<file path="config.mk">
export PLATFORM = sky130hd
export DESIGN_NAME = cmpc_top
export DESIGN_NICKNAME = d
export VERILOG_FILES = /design/src/hw/cmpc_pkg.sv /design/src/hw/cmpc_edge_if.sv /design/src/hw/cmpc_top.sv /design/src/hw/cmpc_edge.sv
export SDC_FILE = /design/constraint.sdc
export NUM_CORES = 1
export LEC_CHECK = 0
export ABC_CLOCK_PERIOD_IN_PS = 3300
export BUFFER_PORTS_ARGS = -buffer_cell sky130_fd_sc_hd__buf_4
export CAP_MARGIN = 30
export CORE_MARGIN = 4
export CORE_UTILIZATION = 53
export DETAILED_ROUTE_END_ITERATION = 12
export PLACE_DENSITY = 0.83
export SYNTH_ARGS = -nofsm -noshare
export SYNTH_HDL_FRONTEND = slang
export SYNTH_SLANG_ARGS = --single-unit
</file>
<file path="constraint.sdc">
create_clock -name clk -period 3.3 [get_ports clk]
set_input_delay 0.825 -clock clk [delete_from_list [all_inputs] [get_ports clk]]
set_output_delay 0.825 -clock clk [all_outputs]
set_load 0.05 [all_outputs]
</file>
<file path="src/hw/cmpc_pkg.sv">
package cmpc_pkg;

  // Register indices on the byte-wide control port.
  localparam logic [3:0] CMPC_CTRL0_ADDR = 4'h0;
  localparam logic [3:0] CMPC_CTRL1_ADDR = 4'h1;

  // Field positions in comparator_control_0.
  localparam int CMPC_C0_ENABLE_BIT = 7;
  localparam int CMPC_C0_RESULT_BIT = 6;
  localparam int CMPC_C0_OE_BIT     = 5;
  localparam int CMPC_C0_INV_BIT    = 4;
  localparam int CMPC_C0_SP_BIT     = 2;
  localparam int CMPC_C0_HYS_BIT    = 1;
  localparam int CMPC_C0_SYNC_BIT   = 0;

  // Field positions in comparator_control_1.
  localparam int CMPC_C1_RISE_BIT   = 7;
  localparam int CMPC_C1_FALL_BIT   = 6;
  localparam int CMPC_C1_POS_LSB    = 4;
  localparam int CMPC_C1_NEG_LSB    = 0;

  // Reset values and writable masks; the result bit and unimplemented bits are not writable.
  localparam logic [7:0] CMPC_CTRL0_RESET = 8'h04;
  localparam logic [7:0] CMPC_CTRL1_RESET = 8'h00;
  localparam logic [7:0] CMPC_CTRL0_WMASK = 8'hB7;
  localparam logic [7:0] CMPC_CTRL1_WMASK = 8'hF3;

endpackage

</file>
<file path="src/hw/cmpc_edge_if.sv">
`timescale 1ns/1ps
interface cmpc_edge_if;
  logic level;
  logic rise;
  logic fall;

  modport det  (input level, output rise, output fall);
  modport user (output level, input rise, input fall);
endinterface

</file>
<file path="src/hw/cmpc_top.sv">
// The register addresses and the address-and-strobe port were chosen for this implementation.
`timescale 1ns/1ps
module cmpc_top
  import cmpc_pkg::*;
#(
  parameter int ADDR_W = 4
) (
  input  wire logic              clk,
  input  wire logic              rst,
  input  wire logic              ce,
  input  wire logic [ADDR_W-1:0] addr,
  input  wire logic [7:0]        wdata,
  input  wire logic              wr,
  input  wire logic              rd,
  output logic      [7:0]        rdata,
  input  wire logic              cmp_raw,
  input  wire logic              timer_clk_src,
  input  wire logic              port_direction,
  output logic                   cmp_pin_o,
  output logic                   cmp_pin_oe,
  output logic                   cmp_enable,
  output logic                   cmp_speed_power_sel,
  output logic                   cmp_hysteresis_en,
  output logic      [1:0]        cmp_pos_input_sel,
  output logic      [1:0]        cmp_neg_input_sel,
  output logic                   cmp_result,
  output logic                   cmp_irq_set
);

  logic [7:0] ctrl0;
  logic [7:0] ctrl1;
  logic       raw_s1;
  logic       raw_s2;
  logic       tmr_s1;
  logic       tmr_s2;
  logic       next_result;

  cmpc_edge_if tmr_edge ();
  cmpc_edge_if res_edge ();

  // Address decode and bus strobes.
  wire        sel_c0  = (addr == ADDR_W'(CMPC_CTRL0_ADDR));
  wire        sel_c1  = (addr == ADDR_W'(CMPC_CTRL1_ADDR));
  wire        wr_c0   = ce & wr & sel_c0;
  wire        wr_c1   = ce & wr & sel_c1;

  // Control fields.
  wire        en_bit   = ctrl0[CMPC_C0_ENABLE_BIT];
  wire        oe_bit   = ctrl0[CMPC_C0_OE_BIT];
  wire        inv_bit  = ctrl0[CMPC_C0_INV_BIT];
  wire        sync_bit = ctrl0[CMPC_C0_SYNC_BIT];
  wire        rise_en  = ctrl1[CMPC_C1_RISE_BIT];
  wire        fall_en  = ctrl1[CMPC_C1_FALL_BIT];

  // Read view: the live result sits in its bit, unimplemented bits read zero.
  wire [7:0]  c0_view  = ctrl0 | ({7'h00, cmp_result} << CMPC_C0_RESULT_BIT);
  wire [7:0]  rd_mux   = sel_c0 ? c0_view : (sel_c1 ? ctrl1 : 8'h00);

  // Control registers, written only while the clock enable is high.
  always_ff @(posedge clk) begin
    if (rst) begin
      ctrl0 <= CMPC_CTRL0_RESET;
      ctrl1 <= CMPC_CTRL1_RESET;
    end else begin
      if (wr_c0) begin
        ctrl0 <= wdata & CMPC_CTRL0_WMASK;
      end
      if (wr_c1) begin
        ctrl1 <= wdata & CMPC_CTRL1_WMASK;
      end
    end
  end

  // Read data stands from the enabled edge that samples the read strobe until the next enabled edge.
  always_ff @(posedge clk) begin
    if (rst) begin
      rdata <= 8'h00;
    end else if (ce) begin
      rdata <= rd ? rd_mux : 8'h00;
    end
  end

  // Two-stage synchronisers for the analog result and the timer clock source.
  always_ff @(posedge clk) begin
    if (rst) begin
      raw_s1 <= 1'b0;
      raw_s2 <= 1'b0;
      tmr_s1 <= 1'b0;
      tmr_s2 <= 1'b0;
    end else if (ce) begin
      raw_s1 <= cmp_raw;
      raw_s2 <= raw_s1;
      tmr_s1 <= timer_clk_src;
      tmr_s2 <= tmr_s1;
    end
  end

  // Timer clock edge finder.
  assign tmr_edge.level = tmr_s2;

  cmpc_edge u_tmr_edge (
    .clk (clk),
    .rst (rst),
    .ce  (ce),
    .e   (tmr_edge.det)
  );

  // Polarity applied to the comparator decision; a disabled comparator reads low, in sync mode only after the next timer falling edge.
  wire        polarised = en_bit & (raw_s2 ^ inv_bit);
  wire        res_load  = ~sync_bit | tmr_edge.fall;

  always_comb begin
    next_result = res_load ? polarised : cmp_result;
  end

  // Output register; in sync mode it only moves at a timer falling edge.
  always_ff @(posedge clk) begin
    if (rst) begin
      cmp_result <= 1'b0;
    end else if (ce) begin
      cmp_result <= next_result;
    end
  end

  // Result edge finder feeding the interrupt flag request.
  assign res_edge.level = cmp_result;

  cmpc_edge u_res_edge (
    .clk (clk),
    .rst (rst),
    .ce  (ce),
    .e   (res_edge.det)
  );

  assign cmp_irq_set = ce & ((rise_en & res_edge.rise) | (fall_en & res_edge.fall));

  // Pin drive: output enable and direction both needed, comparator enable ignored.
  assign cmp_pin_o  = oe_bit & cmp_result;
  assign cmp_pin_oe = oe_bit & ~port_direction;

  // Mode bits to the analog core.
  assign cmp_enable          = en_bit;
  assign cmp_speed_power_sel = ctrl0[CMPC_C0_SP_BIT];
  assign cmp_hysteresis_en   = ctrl0[CMPC_C0_HYS_BIT];
  assign cmp_pos_input_sel   = ctrl1[CMPC_C1_POS_LSB +: 2];
  assign cmp_neg_input_sel   = ctrl1[CMPC_C1_NEG_LSB +: 2];
endmodule

</file>
<file path="src/hw/cmpc_edge.sv">
`timescale 1ns/1ps
module cmpc_edge (
  input wire logic clk,
  input wire logic rst,
  input wire logic ce,
  cmpc_edge_if.det e
);

  logic prev;

  // Holds the level seen at the last enabled edge.
  always_ff @(posedge clk) begin
    if (rst) begin
      prev <= 1'b0;
    end else if (ce) begin
      prev <= e.level;
    end
  end

  // Transition strobes against the remembered level.
  assign e.rise = e.level & ~prev;
  assign e.fall = ~e.level & prev;

endmodule

</file>
# == After elaboration in Yosys (flattened, before gate mapping) ==
# Cells that the tools add are included.
# word_totals
ff_bits,27
latchBits,0
ram_bits,0
romBits,0
in_bits,20
wordCells,37
n_memories,0
# op_classes
add_sub_neg,0
multipliers,0
div_mod_pow,0
n_lt_le_gt_ge,0
n_eq_ne,1
shifts,0
muxes,3
bitwise,21
reduce_logical,2
# ops
op,count
$mux W8,3
$and A1 B1 Y1,12
$or A8 B7 Y8,1
$not A1 Y1,5
$eq A4 B1 Y1 const B,1
$logic_not A4 Y1,1
$or A1 B1 Y1,2
$reduce_and A2 Y1,1
$xor A1 B1 Y1,1

# == Longest topological paths before layout ==
# depth
depth_word,5
ltp_mapped,5
depth_no_buf,3

# == Cells and area by module ==
# From an unflattened synthesis, not the netlist that was laid out.
# hier_totals
hier_cells,128
area_unflattened_um2,1183.6
# modules_own_cells
mod,instances,cells_each,area_each_um2,seq_area_each_um2
cmpc_top,1,118,1091.0,480.5
cmpc_edge,2,5,46.3,20.0

# == Worst setup path before layout ==
# Ideal clock, no wire load.
# synth_path
path_type,input port to output port
start,input ce
end,output cmp_irq_set
t_arrival_ns,2.201
t_required_ns,2.475
slack_ns,0.274
stages,2
n_path_buf,1
path_cell_list,buf_2 -> a21boi_0
# synth_via
elab_chain_cells,1
# synth_lines
element,line_no,source
"start, declared",cmpc_top.sv:10,"input wire logic ce,"
$and A1 B1 Y1,cmpc_top.sv:135,assign cmp_irq_set = ce & ((rise_en & res_edge.rise) | (fall_en & res_edge.fall));
"end, declared",cmpc_top.sv:27,output logic cmp_irq_set
# No other way between the ends.

# == Final worst setup path ==
# Ends and elaborated chain as after synthesis.

==> out/results.ini <==
[worst_setup_path]
arrival_ps = 1430
worst_path_max_delay_cell = sky130_fd_sc_hd__buf_4
critPathRequiredTime_ps = 2470
timing.critical_path.mode_cell = sky130_fd_sc_hd__buf_4
critical_path.startpoint_type = input port
crit_fanout = 11
cp_cell_sequence = buf_4, a21boi_0, buf_4
critPathKind = input port to primary output
max_stage_delay_ps = 220
critical_path.endpoint_type = primary output

[detailed_routing]
routedWlPerCell_microns = 13.5
remaining_drc_errors = 0
viasPerCell = 5.20
first_pass_iters = 4
dr_total_vias = 947
detail_route.wirelength_mm = 2.46
drt.antenna.violating_nets = 0
first_iter_violations = 10

[clock_network]
cts_tree = done
cts_hold_repair.buffers = 0
cts_root_buf = sky130_fd_sc_hd__clkbuf_4
clock_pin_transition_on_the_worst_setup_and_hold_timing_paths_ps = 130
cts_max_path_buffers = 2
clkLatencyLatePin_ps = 320
postCtsSetupBuffers = 0
tritoncts.num_buffers = 3
number_of_instances_resized_during_post_cts_repair = 0
htree_levels = 1
cts.sinks = 26

[power]
ir_drop_mv = 0.229
power_density_nw_per_um2 = 363
p_leak_uw = 0.000649
tot_pwr_uw = 531

[logic_synthesis]
yosys.area.top_type = sky130_fd_sc_hd__dfxtp_1
synthesis.nets = 146
synthArstFlopShare_pct = 0
synth_cell_types = 24
area_share_of_the_largest_cell_type_after_synthesis_pct = 43.2
synth_enable_flop_cells = 0
syn_avg_cell_area_sq_um = 9.57
post_synthesis_cell_area_sq_um = 1210
netlist_instances = 126
synth_seq_cells = 26
synthMostInstantiatedCell = sky130_fd_sc_hd__dfxtp_1
seq_area_frac_synth_pct = 43.2
synth_top_flop_cell = sky130_fd_sc_hd__dfxtp_1
yosys-top-cells-area = sky130_fd_sc_hd__dfxtp_1 (43%), sky130_fd_sc_hd__mux2i_1 (17%), sky130_fd_sc_hd__o21ai_0 (7.1%)
top_cells_by_count_synth = sky130_fd_sc_hd__dfxtp_1 (26), sky130_fd_sc_hd__mux2i_1 (20), sky130_fd_sc_hd__o21ai_0 (17)
synthesis.yosys.warnings = 0

[floorplan]
design.core.area_sq_um = 2190
std_cell_rows = 17
floorplan.die_area_sq_um = 3100
initial_core_util_pct = 55.1
die_span_in_x_microns = 55.7
pin_count = 39
die_height_microns = 55.7

[status]
run_status = complete, no violations

[global_route]
grtUsageTotal_pct = 17.2
grt_max_degree = 29
grt_antenna_before_repair = 0
globalRoute.totalOverflow = 0
vias_in_the_first_global_route = 927
grt_pass1_wl_mm = 4.24

[min_path]
worst_hold_path_type = flip-flop to flip-flop

[sta]
timing.final.crit_period_ps = 2250
setup_repair_after_global_routing_missed_its_margin = no
final-hold-violation-count = 0
setup_violations = 0
post-route-period-util_pct = 68.3
fmaxAchievable_mhz = 444
fin_tns_setup_ps = 0
skew_ps = 3.82
report.final.slew_viol_count = 0

[place]
finalWeightedCongestion = 0.797
placement.io_buffers = 36

[final_layout]
utilization_pct = 66.8
drive_gt1_share_pct = 32.5
multi_input_logic_area_sq_um = 602
register_area_sq_um = 520
fin_nets = 175
n_antenna_cell = 0
areaGrowthSynthToFinish_pct = 21.4
final.fill_count = 182

[job]
cap_violations = 0

[layout make-up]
class	instances	share of cell area, %
Clock buffer	4	2.48
Tap cell	28	2.39
Sequential cell	26	35.6
Timing Repair Buffer	36	18.5
Multi-Input combinational cell	88	41.1
[metal layers]
layer / share of wire (%) / wire [microns] / global-route usage (%)
met1: 43 / 1060 / 20.1
met2: 48 / 1190 / 28.7
met5: 0 / 0 / 0
met4: 1.5 / 38 / 6.25
met3: 7.0 / 172 / 6.03
[placed cells by master, fill, tap and decap left out]
master                      n
sky130_fd_sc_hd__buf_4     36
sky130_fd_sc_hd__dfxtp_1   26
sky130_fd_sc_hd__mux2i_1   20
sky130_fd_sc_hd__o21ai_0   17
sky130_fd_sc_hd__nand2b_1  11
sky130_fd_sc_hd__nor2_1     9
sky130_fd_sc_hd__nand2_1    8
sky130_fd_sc_hd__or2b_2     5
sky130_fd_sc_hd__and2b_2    4
sky130_fd_sc_hd__nand3b_1   3
sky130_fd_sc_hd__clkbuf_4   3
sky130_fd_sc_hd__a21boi_0   2
sky130_fd_sc_hd__and2_1     1
sky130_fd_sc_hd__nor2b_1    1
sky130_fd_sc_hd__or4b_4     1
sky130_fd_sc_hd__or2_0      1
sky130_fd_sc_hd__and2b_1    1
sky130_fd_sc_hd__nor4b_1    1
sky130_fd_sc_hd__and3_1     1
sky130_fd_sc_hd__xor2_1     1
sky130_fd_sc_hd__conb_1     1
sky130_fd_sc_hd__clkbuf_8   1
[kinds of logic (layout without fill, tap and decap cells)]
logic type             after synthesis  count (layout)  synth area share [%]
AO/OA/AOI/OAI                       19              19                  8.30
XOR/XNOR                             1               1                 0.726
buffers and inverters               12              40                  6.95
flip-flops                          26              26                  43.2
multiplexers                        20              20                  16.6
other                                1               1                 0.311
AND/OR/NAND/NOR                     47              47                  24.0
[stage by stage]
| step | worst slack [ps] | instance area (sq um) | hold WS (ps) | instances |
|---|---|---|---|---|
| 2_1_floorplan | 274 | 1210 | 460 | 126 |
| 3_3_place_gp | 1050 | 1430 | 436 | 178 |
| 3_5_place_dp | 1040 | 1430 | 453 | 178 |
| 4_1_cts | 1040 | 1460 | 484 | 182 |
| 5_1_grt | 1020 | 1460 | 506 | 182 |
| 6_report | 1050 | 1460 | 478 | 182 |
[final timing paths]
kind,start,end,slack [ps],depth (start not counted)
worst max-delay path,ce,cmp_irq_set,1050,3
worst min-delay path,rdata[7],rdata[7],480,2
worst max register to register,tmr_edge.level,cmp_result,2330,3
worst min register to register,rdata[7],rdata[7],480,2
[where the power goes]
part | switching, uW | internal (uW) | total [uW]
clock | 90.5 | 67.5 | 158
sequential | 2.31 | 318 | 320
combinational | 25.3 | 27.9 | 53.2
total | 118 | 413 | 531
[worst max-delay path, delay by kind of cell]
kind	cells	cell delay (ps)
AOI/OAI and AO/OA	1	200
buffers and inverters	2	400
[registers in the layout, summed over array words and instances (netlist names)]
signal           flops
tmr_edge.level       1
u_res_edge.prev      1
ctrl0                6
ctrl1                6
tmr_s1               1
rdata                7
raw_s1               1
raw_s2               1
cmp_result           1
u_tmr_edge.prev      1
(Power assumes the default switching activity.)
